[src/pkg/sbtc_pkg.sv]
package sbtc_pkg;
  // register byte addresses (one aligned word each)
  localparam logic [11:0] ADDR_CONTROL  = 12'h000;
  localparam logic [11:0] ADDR_COUNT_LO = 12'h004;
  localparam logic [11:0] ADDR_COUNT_HI = 12'h008;
  localparam logic [11:0] ADDR_IRQ_STAT = 12'h00c;
  localparam logic [11:0] ADDR_IRQ_MASK = 12'h010;

  // timer_control field positions
  localparam int BIT_RUN   = 0;
  localparam int BIT_CSRC  = 1;
  localparam int BIT_NSYNC = 2;
  localparam int BIT_TBLO  = 3;
  localparam int BIT_DIVLO = 4;
  localparam int BIT_TBHI  = 6;
  localparam int BIT_WIDE  = 7;

  localparam logic [7:0] CONTROL_RESET = 8'h00;
  localparam logic [7:0] COUNT_RESET   = 8'h00;
  localparam int         IRQ_OVF_BIT   = 0;

  // instruction cycle is four pclk periods
  localparam int          INSTR_DIV  = 4;
  localparam logic [1:0]  INSTR_LAST = 2'(INSTR_DIV - 1);

  typedef struct packed {
    logic       wide;
    logic       tb_hi;
    logic [1:0] div;
    logic       tb_lo;
    logic       nsync;
    logic       csrc;
    logic       run;
  } sbtc_ctrl_s;

  typedef enum logic [1:0] {SBTC_TIMER, SBTC_SYNC_CNT, SBTC_ASYNC_CNT} sbtc_mode_e;
endpackage

[src/design/sbtc_timer.sv]
`timescale 1ns/1ps
module sbtc_timer #(
  parameter int PRESCALE_W = 3
) (
  input  wire logic        pclk,
  input  wire logic        presetn,
  input  wire logic        psel,
  input  wire logic        penable,
  input  wire logic        pwrite,
  input  wire logic [11:0] paddr,
  input  wire logic [31:0] pwdata,
  output logic             pready,
  output logic [31:0]      prdata,
  output logic             pslverr,
  input  wire logic        ext_count_in,
  input  wire logic        osc_clk_in,
  input  wire logic        osc_enable,
  input  wire logic [1:0]  port_c_direction,
  input  wire logic [1:0]  port_c_pins,
  output logic [1:0]       port_c_read,
  output logic [1:0]       port_c_oe_n,
  input  wire logic        unit1_event_trig,
  input  wire logic        unit2_event_trig,
  output logic             unit1_uses_main,
  output logic             unit2_uses_main,
  output logic             irq,
  output sbtc_pkg::sbtc_mode_e mode
);
  // the terminal-count decode reads three prescaler bits, so a narrower width cannot work
  if (PRESCALE_W != 3) begin : g_bad_prescale
    $error("prescaler must be three bits for 1:8");
  end

  sbtc_pkg::sbtc_ctrl_s ctrl_ff;
  logic [7:0]            cnt_lo_ff;
  logic [7:0]            cnt_hi_ff;
  logic [7:0]            hi_buf_ff;
  logic [PRESCALE_W-1:0] pre_ff;
  logic [1:0]            instr_ff;
  logic                  sync1_ff;
  logic                  sync2_ff;
  logic                  ext_prev_ff;
  logic                  armed_ff;
  logic                  ovf_ff;
  logic                  mask_ff;
  logic [31:0]           prdata_ff;

  // bus decode; the slave always answers in the first access cycle
  wire acc      = psel & penable;
  wire wr       = acc & pwrite;
  wire rd       = acc & ~pwrite;
  wire hit_ctl  = paddr == sbtc_pkg::ADDR_CONTROL;
  wire hit_lo   = paddr == sbtc_pkg::ADDR_COUNT_LO;
  wire hit_hi   = paddr == sbtc_pkg::ADDR_COUNT_HI;
  wire hit_st   = paddr == sbtc_pkg::ADDR_IRQ_STAT;
  wire hit_msk  = paddr == sbtc_pkg::ADDR_IRQ_MASK;
  wire mapped   = hit_ctl | hit_lo | hit_hi | hit_st | hit_msk;
  wire wr_ctl   = wr & hit_ctl;
  wire wr_lo    = wr & hit_lo;
  wire wr_hi    = wr & hit_hi;
  wire rd_lo    = rd & hit_lo;
  assign pready  = 1'b1;
  assign pslverr = acc & ~mapped;
  assign prdata  = prdata_ff;

  // external source: raw pin or oscillator, optionally synchronised
  wire ext_src  = osc_enable ? osc_clk_in : ext_count_in;
  wire ext_lvl  = ctrl_ff.nsync ? ext_src : sync2_ff;
  wire ext_rise = ext_lvl & ~ext_prev_ff & armed_ff;

  // tick source: internal instruction cycle unless external selected
  wire instr_tick = instr_ff == sbtc_pkg::INSTR_LAST;
  wire src_tick   = ctrl_ff.csrc ? ext_rise : instr_tick;

  // prescaler terminal count per divider field
  function automatic logic pre_done(input logic [1:0] sel, input logic [PRESCALE_W-1:0] p);
    unique case (sel)
      2'b00: pre_done = 1'b1;
      2'b01: pre_done = p[0];
      2'b10: pre_done = &p[1:0];
      2'b11: pre_done = &p[2:0];
    endcase
  endfunction

  wire count_en = ctrl_ff.run & src_tick;
  wire inc      = count_en & pre_done(ctrl_ff.div, pre_ff);
  wire [15:0] cnt_now = {cnt_hi_ff, cnt_lo_ff};
  wire [15:0] cnt_inc = cnt_now + 16'h0001;
  wire rollover = inc & (&cnt_now);
  // trigger counts only from units that use this timer as time base
  wire trig_clr = (unit1_event_trig & unit1_uses_main)
                | (unit2_event_trig & unit2_uses_main);

  assign unit1_uses_main = ctrl_ff.tb_hi;
  assign unit2_uses_main = ctrl_ff.tb_hi | ctrl_ff.tb_lo;

  assign mode = !ctrl_ff.csrc ? sbtc_pkg::SBTC_TIMER
              : ctrl_ff.nsync ? sbtc_pkg::SBTC_ASYNC_CNT
              : sbtc_pkg::SBTC_SYNC_CNT;

  // oscillator pins forced to inputs and read as zero
  assign port_c_oe_n = osc_enable ? 2'b11 : port_c_direction;
  assign port_c_read = osc_enable ? 2'b00 : port_c_pins;

  assign irq = ovf_ff & mask_ff;

  // next count: bus write wins over counting, trigger over both
  logic [7:0] nxt_lo;
  logic [7:0] nxt_hi;
  always_comb begin
    nxt_lo = cnt_lo_ff;
    nxt_hi = cnt_hi_ff;
    if (inc) begin
      nxt_lo = cnt_inc[7:0];
      nxt_hi = cnt_inc[15:8];
    end
    if (wr_lo) begin
      nxt_lo = pwdata[7:0];
      if (ctrl_ff.wide) nxt_hi = hi_buf_ff;
    end
    if (wr_hi && !ctrl_ff.wide) nxt_hi = pwdata[7:0];
    if (trig_clr) begin
      nxt_lo = 8'h00;
      nxt_hi = 8'h00;
    end
  end

  // read mux; high address shows the buffer in wide mode
  logic [7:0] rd_byte;
  always_comb begin
    rd_byte = 8'h00;
    if (hit_ctl) rd_byte = ctrl_ff;
    if (hit_lo)  rd_byte = cnt_lo_ff;
    if (hit_hi)  rd_byte = ctrl_ff.wide ? hi_buf_ff : cnt_hi_ff;
    if (hit_st)  rd_byte = {7'h00, ovf_ff};
    if (hit_msk) rd_byte = {7'h00, mask_ff};
  end

  // read data registered in setup so it is valid at the access edge
  always_ff @(posedge pclk or negedge presetn) begin
    if (!presetn) prdata_ff <= 32'h0000_0000;
    else if (psel && !penable && !pwrite) prdata_ff <= {24'h00_0000, rd_byte};
  end

  // control and interrupt registers; overflow set wins over clear
  always_ff @(posedge pclk or negedge presetn) begin
    if (!presetn) begin
      ctrl_ff <= sbtc_pkg::CONTROL_RESET;
      mask_ff <= 1'b0;
      ovf_ff  <= 1'b0;
    end else begin
      if (wr_ctl) ctrl_ff <= pwdata[7:0];
      if (wr && hit_msk) mask_ff <= pwdata[sbtc_pkg::IRQ_OVF_BIT];
      if (rollover) ovf_ff <= 1'b1;
      else if (wr && hit_st && pwdata[sbtc_pkg::IRQ_OVF_BIT]) ovf_ff <= 1'b0;
    end
  end

  // count bytes and high buffer
  always_ff @(posedge pclk or negedge presetn) begin
    if (!presetn) begin
      cnt_lo_ff <= sbtc_pkg::COUNT_RESET;
      cnt_hi_ff <= sbtc_pkg::COUNT_RESET;
      hi_buf_ff <= sbtc_pkg::COUNT_RESET;
    end else begin
      cnt_lo_ff <= nxt_lo;
      cnt_hi_ff <= nxt_hi;
      if (wr_hi && ctrl_ff.wide) hi_buf_ff <= pwdata[7:0];
      else if (rd_lo && ctrl_ff.wide) hi_buf_ff <= cnt_hi_ff;
    end
  end

  // prescaler: only low-byte writes and trigger clear it
  always_ff @(posedge pclk or negedge presetn) begin
    if (!presetn) pre_ff <= '0;
    else if (wr_lo || trig_clr) pre_ff <= '0;
    else if (count_en) pre_ff <= pre_ff + 1'b1;
  end

  // instruction-cycle divider, free running
  always_ff @(posedge pclk or negedge presetn) begin
    if (!presetn) instr_ff <= 2'b00;
    else instr_ff <= instr_ff + 2'b01;
  end

  // synchroniser, edge history and falling-edge arm
  always_ff @(posedge pclk or negedge presetn) begin
    if (!presetn) begin
      sync1_ff    <= 1'b0;
      sync2_ff    <= 1'b0;
      ext_prev_ff <= 1'b0;
      armed_ff    <= 1'b0;
    end else begin
      sync1_ff    <= ext_src;
      sync2_ff    <= sync1_ff;
      ext_prev_ff <= ext_lvl;
      // a rising edge counts only after a falling edge was seen since enable
      if (!ctrl_ff.csrc || !ctrl_ff.run) armed_ff <= 1'b0;
      else if (!ext_lvl && ext_prev_ff) armed_ff <= 1'b1;
    end
  end
endmodule

[config.mk]
export PLATFORM = sky130hd
export DESIGN_NAME = sbtc_timer
export DESIGN_NICKNAME = d
export VERILOG_FILES = /design/src/pkg/sbtc_pkg.sv /design/src/design/sbtc_timer.sv
export SDC_FILE = /design/constraint.sdc
export NUM_CORES = 1
export LEC_CHECK = 0
export ABC_AREA = 1
export BUFFER_PORTS_ARGS = -buffer_cell sky130_fd_sc_hd__buf_2
export CORE_AREA = 2 2 89 91
export CTS_CLUSTER_SIZE = 24
export DETAILED_ROUTE_END_ITERATION = 8
export DIE_AREA = 0 0 91 93
export PLACE_DENSITY = 0.85
export SETUP_SLACK_MARGIN = 0.4
export SYNTH_ARGS = -nofsm -noshare
export SYNTH_HDL_FRONTEND = slang
export SYNTH_SLANG_ARGS = --single-unit
[constraint.sdc]
create_clock -name pclk -period 1.7 [get_ports pclk]
set_clock_uncertainty 0.1 [all_clocks]
set_input_delay 0.085 -clock pclk [delete_from_list [all_inputs] [get_ports pclk]]
set_output_delay 0.085 -clock pclk [all_outputs]
set_load 0.01 [all_outputs]
* Yosys cells after proc, flatten, opt, wreduce, memory -nomap -nowiden
Index checks and enable logic that the tools add are counted.
** Operators by class
- Add/sub/neg operators :: 3
- Eq/ne operators :: 8
- Multiplexer cells :: 30
- Bitwise operators :: 25
- Reduce and logical (&&, ||, !) cells :: 27
** Operator list (count)
- 8-bit two-way mux :: 16
- 12-bit by 4-bit equality test with 1-bit output (second input constant) :: 2
- 16-bit by 1-bit adder with 16-bit output (second input constant) :: 1
- 1-bit AND :: 16
- 16-bit AND reduction :: 1
- 12-bit by 3-bit equality test with 1-bit output (second input constant) :: 1
- 12-bit by 5-bit equality test with 1-bit output (second input constant) :: 1
- 12-bit logical NOT :: 1
- 1-bit logical AND :: 9
- 2-bit two-way mux :: 4
- 2-bit nonzero test :: 4
- 1-bit two-way mux :: 7
- 2-bit equality test (second input constant) :: 3
- 1-bit logical NOT :: 6
- 3-bit two-way mux :: 2
- 1-bit OR :: 6
- 1-bit one-hot mux with 4 select lines :: 1
- 3-bit by 1-bit adder with 3-bit output (second input constant) :: 1
- 1-bit NOT :: 3
- 3-bit AND reduction :: 1
- 3-bit nonzero test :: 1
- 2-bit by 1-bit adder with 2-bit output (second input constant) :: 1
- 2-bit by 1-bit equality test with 1-bit output (second input constant) :: 1
- 2-bit logical NOT :: 1
- other kinds (2) :: 3
** Storage, ports and cells
- Flip-flop bits (word level) :: 51
- Input port bits :: 58
- Word-level logic and storage cells :: 112

* Longest topological paths before layout
Gate-level depths: netlist (run 1).
- Depth in word-level cells :: 12
- Gate-level depth with buffers :: 12
- Mapped depth without buffers :: 12

* Worst setup path after synthesis (run 1)
No wires, ideal clock.
- Path kind :: register -> register
- Start point :: reg pre_ff[0]
- End point :: reg cnt_lo_ff[3]
- Setup time :: 0.127 ns
- Arrival :: 1.435 ns
- Required time :: 1.473 ns
- Setup slack :: 0.038 ns
- Cell stages (with the launch flop) :: 10
- Buffers on the path :: 1
- Clock period less this slack :: 1.662 ns
- Cell sequence :: dfrtp_1 > ha_1 > ha_1 > nand2_1 > nand3_1 > nand4_2 > nand2_4 > buf_6 > nor2_1 > a21oi_1
** On the way
- Longest elaborated chain between the ends :: 4
** Ends and longest elaborated chain
- from (decl) :: RTL line sbtc_timer.sv:38 : logic [PRESCALE_W-1:0] pre_ff;
- from (signal assigned) :: RTL line sbtc_timer.sv:177 : else if (count_en) pre_ff <= pre_ff + 1'b1;
- 3-bit AND reduction / 2-bit AND reduction (equally long branches) :: RTL line sbtc_timer.sv:81, sbtc_timer.sv:80
- 1-bit one-hot mux with 4 select lines (*) :: RTL line sbtc_timer.sv:77 : unique case (sel)
- 1-bit AND (*) :: RTL line sbtc_timer.sv:86 : wire inc = count_en & pre_done(ctrl_ff.div, pre_ff);
- 3-bit nonzero test (no source line) (*)
- to (signal assigned) :: RTL line sbtc_timer.sv:162 : cnt_lo_ff <= sbtc_pkg::COUNT_RESET;
- to (signal assigned) :: RTL line sbtc_timer.sv:166 : cnt_lo_ff <= nxt_lo;
- to (decl) :: RTL line sbtc_timer.sv:35 : logic [7:0] cnt_lo_ff;
Mark *: on every way between the ends. The rest lies on a longest branch, timed or not.
A chain may end at the register's enable or synchronous reset.

* Worst setup path after layout (run 1)
- Start point :: reg pre_ff[0]
- End point :: reg cnt_hi_ff[0]
** On the way
- Longest elaborated chain between the ends :: 8
** Ends and longest elaborated chain
- 3-bit AND reduction / 2-bit AND reduction (equally long branches) :: RTL line sbtc_timer.sv:81, sbtc_timer.sv:80
- 1-bit one-hot mux with 4 select lines (*) :: RTL line sbtc_timer.sv:77
- 1-bit AND (*) :: RTL line sbtc_timer.sv:86
- 8-bit two-way mux (*) :: RTL line sbtc_timer.sv:113 : if (inc) begin
- 8-bit two-way mux :: RTL line sbtc_timer.sv:119 : if (ctrl_ff.wide) nxt_hi = hi_buf_ff;
- 8-bit two-way mux (*) :: RTL line sbtc_timer.sv:117 : if (wr_lo) begin
- 8-bit two-way mux (*) :: RTL line sbtc_timer.sv:121 : if (wr_hi && !ctrl_ff.wide) nxt_hi = pwdata[7:0];
- 8-bit two-way mux (*) :: RTL line sbtc_timer.sv:122 : if (trig_clr) begin
- net nxt_hi[0] :: RTL line sbtc_timer.sv:109 : logic [7:0] nxt_hi;
- to (signal assigned) :: RTL line sbtc_timer.sv:163 : cnt_hi_ff <= sbtc_pkg::COUNT_RESET;
- to (signal assigned) :: RTL line sbtc_timer.sv:167 : cnt_hi_ff <= nxt_hi;
- to (decl) :: RTL line sbtc_timer.sv:36 : logic [7:0] cnt_hi_ff;
The timed path passes the listed nets; every way through them passes the cells marked *.

==> results of run 1 <==
logic make-up (layout without fill, tap and decap cells):
logic type / count (synthesis) / after routing / synth area share
simple gates: 218 / 219 / 0.312
buf+inv: 94 / 205 / 0.135
compound gates: 92 / 92 / 0.154
flops: 51 / 51 / 0.365
xor+xnor: 7 / 7 / 0.0175
fa+ha+maj: 4 / 4 / 0.0143
other cells: 2 / 25 / 0.00215
state kept, by name (all words and copies together) (netlist names), 2 cells and up:
register,flops
hi_buf_ff,8
ctrl_ff,7
cnt_lo_ff,8
prdata,8
pre_ff,3
instr_ff,2
cnt_hi_ff,8
layout make-up:
| cell class | count | area [µm²] | area share |
|---|---|---|---|
| clock buffer | 6 | 82.6 | 0.0155 |
| tap | 102 | 128 | 0.0240 |
| timing repair buffer | 136 | 1100 | 0.207 |
| inverter | 61 | 253 | 0.0476 |
| sequential | 51 | 1280 | 0.241 |
| clock inverter | 2 | 16.3 | 0.00306 |
| multi-input combinational | 347 | 2460 | 0.462 |
per-layer routing:
| metal | share of wire | vias up | track usage |
|---|---|---|---|
| li1 | - | 1783 | - |
| met1 | 0.36 | 1862 | 0.334 |
| met2 | 0.49 | 283 | 0.480 |
| met3 | 0.090 | 82 | 0.0451 |
| met4 | 0.061 | 0 | 0.117 |
| met5 | 0 | - | 0 |
per-stage QoR:
step / std cells / setup WS (ns) / instance area [µm²] / total power [W]
after detailed placement: 649 / 0.0123 / 4080 / 0.00162
final: 705 / -0.130 / 5320 / 0.00248
after CTS: 694 / 0.0265 / 4760 / 0.00241
after floorplan: 491 / 0.143 / 3650 / 0.00149
after global placement: 649 / 0.0428 / 4080 / 0.00161
after global routing: 705 / -0.229 / 5320 / 0.00257
power groups by stage:
stage	clock network [W]	registers [W]	logic, W
detailed placement	0	0.00129	0.000329
global route	0.000836	0.00127	0.000463
floorplan	0	0.00128	0.000209
finish	0.000787	0.00127	0.000428
CTS	0.000775	0.00127	0.000373
global placement	0	0.00129	0.000319
worst paths after layout:
kind | end | from
max | cnt_hi_ff[0]$_DFF_PN0_ | pre_ff[0]$_DFFE_PN0P_
min | cnt_lo_ff[2]$_DFFE_PN0P_ | pwdata[2]
max reg2reg | cnt_hi_ff[0]$_DFF_PN0_ | pre_ff[0]$_DFFE_PN0P_
min reg2reg | sync2_ff$_DFF_PN0_ | sync1_ff$_DFF_PN0_
max in group asynchronous | unit1_uses_main$_DFFE_PN0P_ | presetn
min in group asynchronous | hi_buf_ff[4]$_DFFE_PN0P_ | presetn
Yosys cell counts (2+ instances only):
cell                          n  share of area
sky130_fd_sc_hd__nand2_1    113           0.12
sky130_fd_sc_hd__dfrtp_1     51           0.36
sky130_fd_sc_hd__inv_1       51          0.055
sky130_fd_sc_hd__nand3_1     30          0.043
sky130_fd_sc_hd__a21oi_1     27          0.039
sky130_fd_sc_hd__nor2_1      27          0.029
sky130_fd_sc_hd__buf_4       25          0.054
sky130_fd_sc_hd__o21ai_0     22          0.031
sky130_fd_sc_hd__o21ai_1     18          0.026
sky130_fd_sc_hd__nor3_1      10          0.014
sky130_fd_sc_hd__o221ai_1     9          0.023
sky130_fd_sc_hd__inv_2        7         0.0075
sky130_fd_sc_hd__nor2_4       6          0.019
sky130_fd_sc_hd__xor2_1       6          0.015
sky130_fd_sc_hd__nand2_2      5         0.0089
sky130_fd_sc_hd__nand4_1      5         0.0089
sky130_fd_sc_hd__o211ai_1     5          0.011
sky130_fd_sc_hd__ha_1         4          0.014
sky130_fd_sc_hd__o2111ai_1    4          0.010
sky130_fd_sc_hd__a31oi_1      3         0.0054
sky130_fd_sc_hd__buf_6        3         0.0097
sky130_fd_sc_hd__clkbuf_1     3         0.0032
sky130_fd_sc_hd__clkinv_1     3         0.0032
sky130_fd_sc_hd__nand3_4      3          0.015
sky130_fd_sc_hd__nor3_2       3         0.0086
sky130_fd_sc_hd__or2_2        3         0.0054
sky130_fd_sc_hd__buf_2        2         0.0029
sky130_fd_sc_hd__conb_1       2         0.0021
sky130_fd_sc_hd__nand3b_1     2         0.0043
sky130_fd_sc_hd__nand4_2      2         0.0072
sky130_fd_sc_hd__nor2_2       2         0.0036
repair_timing:
action / 4_1_cts / 5_1_grt
buffers inserted: 27 / 10
pin swaps: 34 / 47
cloned: 0 / 1
hold endpoints to repair: 33 / 0
resized for setup: 73 / 116
hold buffers: 10 / 0
setup endpoints to repair: 37 / 45
worst register-to-register path, stage by stage, from the launching register on:
cell and delay (ns):
sky130_fd_sc_hd__dfrtp_1 0.38, sky130_fd_sc_hd__ha_2 0.23, sky130_fd_sc_hd__ha_4 0.16, sky130_fd_sc_hd__nand2_4 0.07, sky130_fd_sc_hd__nand3_4 0.11, sky130_fd_sc_hd__nand4_4 0.24
sky130_fd_sc_hd__nor2_4 0.18, sky130_fd_sc_hd__xor2_1 0.15, sky130_fd_sc_hd__a21oi_1 0.10
==> results.txt, run 1 <==
- Counting buffers and inverters, the worst setup path is 8 cells deep.
- Reg clk slew, reported paths: 0.10 ns
- Counting every instance in the synthesized netlist gives 468.
* Number of cells on the worst reg-to-reg path: 8
- Violations in the final reports: setup timing
- The first global-routing pass estimated 18200 µm of wire.
- Maximum fanout count along the critical path: 7
- Worst hold slack: 0.0281 ns
- The worst pin sits at a relative slew slack of 0.637.
- Average wire per cell in the routed design: 18.9 µm
- Routability congestion estimate from global placement: 0.969
- Vias in the first global route: 3683
- Final WL: 13300 µm
- Number of warning messages in the yosys log: 0
- Largest net degree at the start of global routing: 32
- Critical path arrival: 1.93 ns
* CP max-delay cell: sky130_fd_sc_hd__dfrtp_1
* Number of search-and-repair iterations in the first detailed-routing pass: 5
- Of the cells placed in the final design, the portion with a size suffix greater than 1 is 0.451.
- The synthesized design contains 0 enable-type register cells.
- Slew at the pin closest to its max-slew limit: 0.545 ns
- Most frequent cells in the layout: sky130_fd_sc_hd__nand2_1, sky130_fd_sc_hd__buf_4, sky130_fd_sc_hd__dfrtp_1, sky130_fd_sc_hd__buf_2, sky130_fd_sc_hd__inv_1
* Hold Path Class: primary input to flop
- Number of antenna repair diodes: 0
* Part of the power in the clock network: 0.317
- Post-synthesis cell area: 3500 µm²
* Count of endpoints failing hold in the final timing report: 0
- Buffer and inverter count on the worst path: 0
- Status: complete, but fails checks
- GRT Resource Usage Total: 0.274
- Sinks on the clock net: 51
* Unrepaired setup endpoints after global routing: true
- Area growth from synthesis to layout: 52.0%
- 101 I/O pins were placed.
- Crit-path leading delay family: simple AND/OR/NAND/NOR gates
- P_int: 0.00174 W
* Die outline width: 91 µm
- Worst-case vdd ir drop: 0.000375 V
- The clock passes through at most 2 buffers.
- The initial utilization of the core area, before any placement, comes to 0.465.
- Overall via count from detail_route: 4010
* Half-perimeter wire length after detailed placement: 8110 µm
- Core box area: 7530 µm²
- STA puts the critical path data required time at 1.80 ns.
- Grt total ovfl: 0
* Maximum clock frequency: 547 MHz
- Die area: 8460 µm²
* Sequential cell fraction of total power: 0.511
* Number of maximum-capacitance violations: 0
- The worst setup path is launched from a flop.
* Portion of the clock cycle consumed by the worst path in the final layout: 1.08
* Most common flop cell mapped by yosys: sky130_fd_sc_hd__dfrtp_1
* Part of the total power dissipated in combinational logic: 0.172
- In this design, the stage delay of the slowest critical-path cell is 0.38 ns.
- The later pin in the worst-skew pair is clocked with a latency of 0.31 ns.
- Fraction of registers with async set/reset: 1.00
- Vert. Die Dim: 93 µm
- The worst setup path is captured at a flop.
- The synthesized design contains 51 register bits.
- Worst path cell trace: ha_2, ha_4, nand2_4, nand3_4, nand4_4, nor2_4, xor2_1, a21oi_1
* Most common cell after layout, fill and taps aside: sky130_fd_sc_hd__nand2_1
- Of the total power, the share spent switching nets is 0.300.
- Sequential area share after synthesis: 0.365
- Total number of nets in the final design: 664
- In this run the power spent charging and discharging nets is 0.000744 W.
- Dividing the detail-routed via count by the number of cells gives 5.69.
- The layout has 507 filler cells.
- Type of the setup path with the least slack: flop to flop
- For this design the static power due to leakage is 2.56 nW.
- Setup violations remaining at the end of the flow were counted as 17.
- Initial drt markers: 444
- The number of clock buffers added by TritonCTS is 5.
- Syn Area/Cell: 7.47 µm²
* Pwr per Cell Area: 467 nW/µm²
* PortBufs: 51
- Minimum setup slack among reg-to-reg paths: -0.13 ns
- Unique masters post-synth: 43
- Fin crit period: 1.83 ns
- The tree is rooted in a sky130_fd_sc_hd__clkbuf_8.
* Routed Antenna Nets: 0
- Final Max Tran Viols: 0
- For this run, the share of the core covered by cells in the final layout is 0.706.
* Count of unresolved DRC violations after routing: 0
- The floorplan has 32 rows.
* Worst hold stages: 3
- For the final routed database, the setup TNS stands at -1.44 ns.
- In the post-route analysis, the smallest setup slack over all paths is -0.130 ns.
* Number of H-tree levels: 2
- Clock tree from TritonCTS: done
- The number of antenna violations at the first check in global routing is 0.
Note: power is estimated with default switching activity, not from simulation.
==> run 2, diff against run 1 <==
- PLACE_DENSITY: 0.85 -> 0.79
==> run 2 against run 1 <==
The run still ends with setup timing left. Non-clock buffer count is 9 lower. Clock-buffer cell count is 1 lower. Core utilization is 0.45 points lower. Global-route usage down 0.40 points. Combinational power fell by 1%. Die area is the same. Setup slack improved by 0.073 ns. Critical path type unchanged. Largest power group unchanged. Highest routed layer unchanged.
==> results.txt, run 2 (synthesized netlist as in run 1, its figures left out) <==
- Status: complete, but fails checks
- Violations in the final reports: setup timing
- The relative slew slack was 0.554 (-0.0833).
* Sequential cell fraction of total power: 0.491 (-0.020)
- The source-to-sink clock delay at the later pin of the worst-skew pair was 0.32 ns (about the same).
- Cell Count Post-Placement: 645 (-0.62%)
* Number of search-and-repair iterations in the first detailed-routing pass: 5 (unchanged)
- Portion of the clock cycle consumed by the worst path in the final layout: 1.03 (-0.0429)
* Number of core rows: 32 (unchanged)
- The final non-filler cell total is 696 (-1.3%).
- The fraction of layout cells with a size suffix above 1 is 0.446 (-0.00495).
* Critical path arrival: 1.90 ns (-0.03 ns)
- The power share of the clock group is 0.346 (+0.029).
- Count of endpoints failing hold in the final timing report: 0 (unchanged)
- The power per unit of standard cell area was 490 nW/µm² (+4.9%).
- The kind of cell with the highest combined delay along the critical path is simple AND/OR/NAND/NOR gates.
- P_int: 0.00184 W (+5.8%)
- Hold Path Class: primary input to flop
- Clock tree from TritonCTS: done
- The maximum number of pins on one net before global-route repair was 52 (+63%).
* Switching share of power: 0.289 (-0.0106)
* Number of maximum-capacitance violations: 0 (unchanged)
* GRT Resource Usage Total: 0.270 (-0.00402)
- The highest ir drop seen on vdd was 0.000476 V (+27%).
* Die outline width: 91 µm (unchanged)
- Routed Antenna Nets: 0 (unchanged)
- The most critical setup path has its startpoint at ctrl_ff[4]$_DFFE_PN0P_.
- TritonCTS buffer count: 5 (unchanged)
- Net switching power figure: 0.000748 W (+0.55%)
* Fin crit period: 1.76 ns (-0.0729 ns)
* Total negative slack: -0.327 ns (+1.11 ns)
* Worst path cell trace: inv_1, nand2_4, nand3_4, nand2_1, nor2_4, nand4_1, o21ai_1
* Number of H-tree levels: 2 (unchanged)
- The post-layout net count was 655 (-1.4%).
- PortBufs: 51 (unchanged)
- The initial cell density of the core is 0.465 (unchanged).
- The area of the core is 7530 µm² (unchanged).
- In this run the most critical hold path is launched from pwdata[4].
- The global-route wire length before repair was 18000 µm (-0.72%).
* Required time at the worst-slack endpoint: 1.85 ns (+0.05 ns)
* Part of the total power dissipated in combinational logic: 0.163 (-0.009)
- Slew at the pin closest to its max-slew limit: 0.669 ns (+0.125 ns)
- Routability congestion estimate from global placement: 0.931 (-3.9%)
- The worst setup path is captured at a flop.
* Average wire per cell in the routed design: 17.8 µm (-5.5%)
* Vias in the first global route: 3659 (-0.65%)
- Half-perimeter wire length after detailed placement: 7810 µm (-3.8%)
- Vert. Die Dim: 93 µm (unchanged)
- Most frequent cells in the layout: sky130_fd_sc_hd__nand2_1, sky130_fd_sc_hd__dfrtp_1, sky130_fd_sc_hd__buf_2, sky130_fd_sc_hd__inv_1, sky130_fd_sc_hd__buf_4
* Longest individual stage delay on the worst path: 0.46 ns (+0.08 ns)
* Final WL: 12400 µm (-6.7%)
- Type of the setup path with the least slack: flop to flop
- The residual DRC count came to 0 (unchanged).
* Worst-case clock buffer depth: 2 (unchanged)
- Antenna violations before repair: 0 (unchanged)
- Overall via count from detail_route: 3957 (-1.3%)
* Final number of setup-violating endpoints: 15 (-2)
- The slowest stage of the critical path belongs to the cell sky130_fd_sc_hd__dfrtp_1.
- Leaving out fill and tap cells, the most frequent cell in the layout is sky130_fd_sc_hd__nand2_1.
- The timing-limited maximum frequency came to 569 MHz (+4.2%).
- In this run the critical register-to-register path is launched from ctrl_ff[4]$_DFFE_PN0P_.
- Boundary pin count: 101 (unchanged)
- The number of buffer and inverter instances along the worst setup path came to 1 (+1).
- Leakage power summed over all cells: 2.54 nW (-0.88%)
- The number of violations reported at the end of detailed-routing iteration 0 was 330 (-26%).
- The clock-pin slew of the registers on the worst-case setup and hold paths was 0.11 ns (about the same).
- Setup repair after global routing could not meet its margin everywhere.
* Setup crit start kind: flop
- The setup slack of the critical path after layout came to -0.0568 ns (+0.0729 ns).
* Clock root buffer master: sky130_fd_sc_hd__clkbuf_8
- The floorplan die area is 8460 µm² (unchanged).
- Relative to the synthesized area, the layout overhead comes to 51.0%.
- The antenna diode instance count is 0 (unchanged).
- Sinks on the clock net: 51 (unchanged)
- Maximum fanout count along the critical path: 7 (unchanged)
* Grt total ovfl: 0 (unchanged)
* Final Max Tran Viols: 0 (unchanged)
* Via-to-Cell Ratio: 5.69 (about the same)
## run 2: cell count changes in the layout (fill, tap and decap cells not counted), moves of 3 or more
cell	change
sky130_fd_sc_hd__buf_4	-5
sky130_fd_sc_hd__buf_6	-4
sky130_fd_sc_hd__nor2_1	-4
sky130_fd_sc_hd__nor2_2	+3
sky130_fd_sc_hd__o21ai_1	+5
sky130_fd_sc_hd__o21ai_2	-5
## run 2: power by group through the flow
stage	clock network, W	logic (W)	registers (W)
6_report	0.000896	0.000422	0.00127
5_1_grt	0.000944	0.000460	0.00128
4_1_cts	0.000895	0.000374	0.00127
3_5_place_dp	0	0.000320	0.00129
3_3_place_gp	0	0.000313	0.00129
2_1_floorplan	0	0.000209	0.00128
## run 2: layout make-up
| cell class | instances | area, µm² |
|---|---|---|
| well taps | 102 | 128 |
| clock inverters | 3 | 43.8 |
| inverters | 61 | 262 |
| repair buffers | 127 | 1000 |
| multi-input cells | 347 | 2500 |
| flip-flops and latches | 51 | 1280 |
| fillers | 544 | 2250 |
| clock buffers | 5 | 68.8 |
## run 2: worst register-to-register path, delay by kind of cell, from the launching register on
| family | cells | cell delay [ns] |
|---|---|---|
| compound gates | 1 | 0.20 |
| flops | 1 | 0.46 |
| buf+inv | 1 | 0.19 |
| simple gates | 5 | 0.74 |
## run 2: layer usage
layer  up-vias  track usage  part of all wire
li1       1750            -                 -
met4         0       0.0985             0.056
met5         -            0                 0
met2       253        0.475              0.49
met1      1879        0.339              0.37
met3        75       0.0379             0.082
## run 2: path summary, 6_finish.rpt
check | end | slack (ns) | depth (start not counted)
max reg2reg | ovf_ff$_DFFE_PN0P_ | -0.06 | 7
max in group asynchronous | ctrl_ff[1]$_DFFE_PN0P_ | 0.71 | 3
min in group asynchronous | unit1_uses_main$_DFFE_PN0P_ | 0.31 | 3
min reg2reg | sync2_ff$_DFF_PN0_ | 0.26 | 0
min | cnt_lo_ff[4]$_DFFE_PN0P_ | 0.02 | 3
max | ovf_ff$_DFFE_PN0P_ | -0.06 | 7
## run 2: stage by stage
stage	area (µm²)	worst slack, ns	total power [W]	utilization	hold slack [ns]
2_1_floorplan	3650	0.143	0.00149	-	-0.311
4_1_cts	4770	0.0168	0.00254	0.633	0.00595
3_3_place_gp	4040	0.0226	0.00160	0.537	0.145
6_report	5280	-0.0568	0.00259	0.702	0.0215
3_5_place_dp	4040	-0.0109	0.00161	0.537	0.149
5_1_grt	5280	-0.170	0.00268	0.702	0.0274
## run 2: repair_timing
action,CTS,global route
setup buffers,22,10
resized for setup,79,107
hold endpoints to repair,64,0
pin swaps,29,49
setup endpoints to repair,36,47
gates cloned,1,0
hold buffers,10,0
==> run 3, diff against run 2 <==
- CELL_PAD_IN_SITES_DETAIL_PLACEMENT: default -> 1
- CELL_PAD_IN_SITES_GLOBAL_PLACEMENT: default -> 2
- CORE_AREA: 2 2 89 91 -> 2 2 119 121
- DIE_AREA: 0 0 91 93 -> 0 0 121 123
- TNS_END_PERCENT: default -> 10
==> run 3 against run 2 <==
Largest power group unchanged. Core utilization decreased by 36 points. Clock-buffer cell count is the same. Largest cell class unchanged. Hold slack worse by 0.0075 ns. The flow still finishes with violations (setup timing). Critical endpoint is now cnt_hi_ff[2]$_DFF_PN0_. Critical path type unchanged.
==> results.txt, run 3 (synthesized netlist as in run 1, its figures left out) <==
- P_int: 0.00192 W (+4.4%)
- Routability congestion estimate from global placement: 0.899 (-3.4%)
- The vertical extent of the die is 123 µm (+32%).
* First-pass GRT wire length: 19900 µm (+10%)
- Number of core rows: 43 (+34%)
- The post-layout net count came to 632 (-3.5%).
* Status: complete, but fails checks
* Count of unresolved DRC violations after routing: 0 (unchanged)
- The placed wire-length estimate after detailed placement was 9650 µm (+24%).
* Most common cell after layout, fill and taps aside: sky130_fd_sc_hd__nand2_1
- The number of vias per cell after detailed routing was 4.67 (-18%).
* Starting Density: 0.257 (-0.208)
- Type of the setup path with the least slack: flop to flop
* Final number of setup-violating endpoints: 1 (-14)
- The data arrival time of the critical path is 1.89 ns (about the same).
* Net switching power figure: 0.000757 W (+1.2%)
* TritonCTS buffer count: 5 (unchanged)
- The portion of total power attributed to combinational logic came to 0.143 (-0.020).
* Pwr per Cell Area: 572 nW/µm² (+17%)
- Relative to the synthesized area, the layout overhead comes to 34.0%.
- PortBufs: 51 (unchanged)
- GRT Resource Usage Total: 0.174 (-0.0962)
- Final Max Tran Viols: 0 (unchanged)
- The area of the core is 13600 µm² (+81%).
- The cell sitting at the root of the clock tree is a sky130_fd_sc_hd__clkbuf_16.
* Antenna violations before repair: 0 (unchanged)
- The post-detailed-route wirelength per cell came to 16.6 µm (-7.1%).
* Violations in the final reports: setup timing
* Smallest setup slack after layout: -0.0609 ns (-0.00407 ns)
- The worst setup path is launched from a flop.
- The buffer depth of the longest clock path was 2 (unchanged).
- Number of H-tree levels: 2 (unchanged)
* Worst path cell trace: ha_2, inv_2, nor3_4, nand3_2, nor3_4, nand2_1, nand2_2, nand3_2, a21oi_2
- Fin crit period: 1.76 ns (+0.00407 ns)
- Initial drt markers: 200 (-39%)
- The worst slack at placement came to -0.0642 ns (-0.0532 ns).
- Worst Setup End Kind: flop
* Sequential cell fraction of total power: 0.474 (-0.017)
* Worst-case vdd ir drop: 0.000365 V (-23%)
- Die outline width: 121 µm (+33%)
- The required time of the critical path was 1.83 ns (-0.02 ns).
- Boundary pin count: 101 (unchanged)
- Die area: 14900 µm² (+76%)
* Maximum clock frequency: 568 MHz (-0.23%)
- Reg clk slew, reported paths: 0.07 ns (-0.04 ns)
* Number of maximum-capacitance violations: 0 (unchanged)
- Longest individual stage delay on the worst path: 0.40 ns (-0.06 ns)
* Share of layout cells above drive strength 1: 0.346 (-0.101)
* Largest net degree at the start of global routing: 34 (-35%)
* Vias in the first global route: 3688 (+0.79%)
- The setup TNS after final layout came to -0.0609 ns (+0.266 ns).
* Hold Path Class: primary input to flop
- The period utilization is 1.04 (+0.00239).
- The static power due to leakage is 2.26 nW (-11%).
- Unrepaired setup endpoints after global routing: true
* Part of the power in the clock network: 0.384 (+0.038)
* Clock latency on the worst-skew pair: 0.30 ns (-0.02 ns)
- Number of antenna repair diodes: 0 (unchanged)
* Number of filler cells placed in the layout: 1692 (+210%)
- Grt total ovfl: 0 (unchanged)
* Maximum fanout count along the critical path: 4 (-3)
- The final number of hold-violating endpoints came to 0 (unchanged).
- Most frequent cells in the layout: sky130_fd_sc_hd__nand2_1, sky130_fd_sc_hd__buf_2, sky130_fd_sc_hd__dfrtp_1, sky130_fd_sc_hd__inv_1, sky130_fd_sc_hd__buf_4
- Among all stages on the critical path, the largest delay is contributed by sky130_fd_sc_hd__dfrtp_1.
* Number of search-and-repair iterations in the first detailed-routing pass: 4 (-1)
* Overall via count from detail_route: 3500 (-12%)
* Switching share of power: 0.283 (-0.00631)
* Clock tree from TritonCTS: done
- Final WL: 12400 µm (about the same)
* Sinks on the clock net: 51 (unchanged)
- Routed Antenna Nets: 0 (unchanged)
## run 3: cell count changes in the layout (fill, tap and decap cells not counted), moves of 5 or more
| cell | before | now |
|---|---|---|
| sky130_fd_sc_hd__a21oi_1 | 14 | 19 |
| sky130_fd_sc_hd__buf_6 | 24 | 7 |
| sky130_fd_sc_hd__clkbuf_16 | 0 | 5 |
| sky130_fd_sc_hd__clkbuf_8 | 5 | 0 |
| sky130_fd_sc_hd__dlygate4sd3_1 | 10 | 5 |
| sky130_fd_sc_hd__nand2_1 | 86 | 104 |
| sky130_fd_sc_hd__nand2_2 | 14 | 9 |
| sky130_fd_sc_hd__nand2_4 | 18 | 5 |
| sky130_fd_sc_hd__nor2_1 | 13 | 20 |
| sky130_fd_sc_hd__nor2_4 | 16 | 7 |
| sky130_fd_sc_hd__o221ai_1 | 3 | 8 |
| sky130_fd_sc_hd__o221ai_2 | 6 | 1 |
## run 3: power by group through the flow
stage / Combinational [W] / Sequential, W / Clock [W]
detailed placement: 0.000339 / 0.00129 / 0
CTS: 0.000364 / 0.00127 / 0.00105
floorplan: 0.000207 / 0.00128 / 0
global route: 0.000422 / 0.00127 / 0.00110
global placement: 0.000329 / 0.00129 / 0
finish: 0.000382 / 0.00127 / 0.00103
## run 3: per-layer routing
layer,global-route usage,wire length (µm)
met3,0.0217,582
met1,0.224,5480
met2,0.310,6160
met4,0.0400,190
met5,0,0
## run 3: path summary, 6_finish.rpt
kind                                     startpoint                  endpoint  slack, ns  cells past startpoint
max                        cnt_lo_ff[0]$_DFFE_PN0P_    cnt_hi_ff[2]$_DFF_PN0_      -0.06                      9
min                                       pwdata[5]    ctrl_ff[5]$_DFFE_PN0P_       0.01                      3
max reg2reg                cnt_lo_ff[0]$_DFFE_PN0P_    cnt_hi_ff[2]$_DFF_PN0_      -0.06                      9
min reg2reg                      sync1_ff$_DFF_PN0_        sync2_ff$_DFF_PN0_       0.26                      0
max in group asynchronous                   presetn    ctrl_ff[1]$_DFFE_PN0P_       0.74                      3
min in group asynchronous                   presetn  cnt_lo_ff[6]$_DFFE_PN0P_       0.18                      2
## run 3: worst max-delay path, delay by kind of cell (launching register included)
kind,cells,cell delay (ns)
buffers and inverters,1,0.05
and+or+nand+nor,6,0.79
adders and majority gates,1,0.21
DFF,1,0.40
AOI/OAI and AO/OA,1,0.14
## run 3: stage by stage
step                      utilization  std cells  hold slack, ns  instance area (µm²)  power (W)
after floorplan                     -        491          -0.311                 3610    0.00149
after global placement          0.306        730         -0.0210                 4170    0.00162
after detailed placement        0.306        730         -0.0142                 4170    0.00163
after CTS                       0.337        745         0.00839                 4580    0.00268
after global routing            0.344        750          0.0211                 4690    0.00280
final                           0.344        750          0.0140                 4690    0.00268
## run 3: area by class of cell
type / count / area [µm²] / share of cell area
clock buffers: 5 / 125 / 0.0267
clock inverters: 2 / 13.8 / 0.00294
inverters: 61 / 240 / 0.0513
multi-input cells: 346 / 2090 / 0.446
flip-flops and latches: 51 / 1280 / 0.273
well taps: 180 / 225 / 0.0481
repair buffers: 105 / 714 / 0.152
## run 3: what timing repair did
| item | CTS | global route |
|---|---|---|
| endpoints found under the setup margin | 32 | 48 |
| hold buffers | 5 | 0 |
| resized for setup | 54 | 24 |
| endpoints found under the hold margin | 22 | 0 |
| setup buffers | 3 | 5 |
| pin swaps | 37 | 28 |
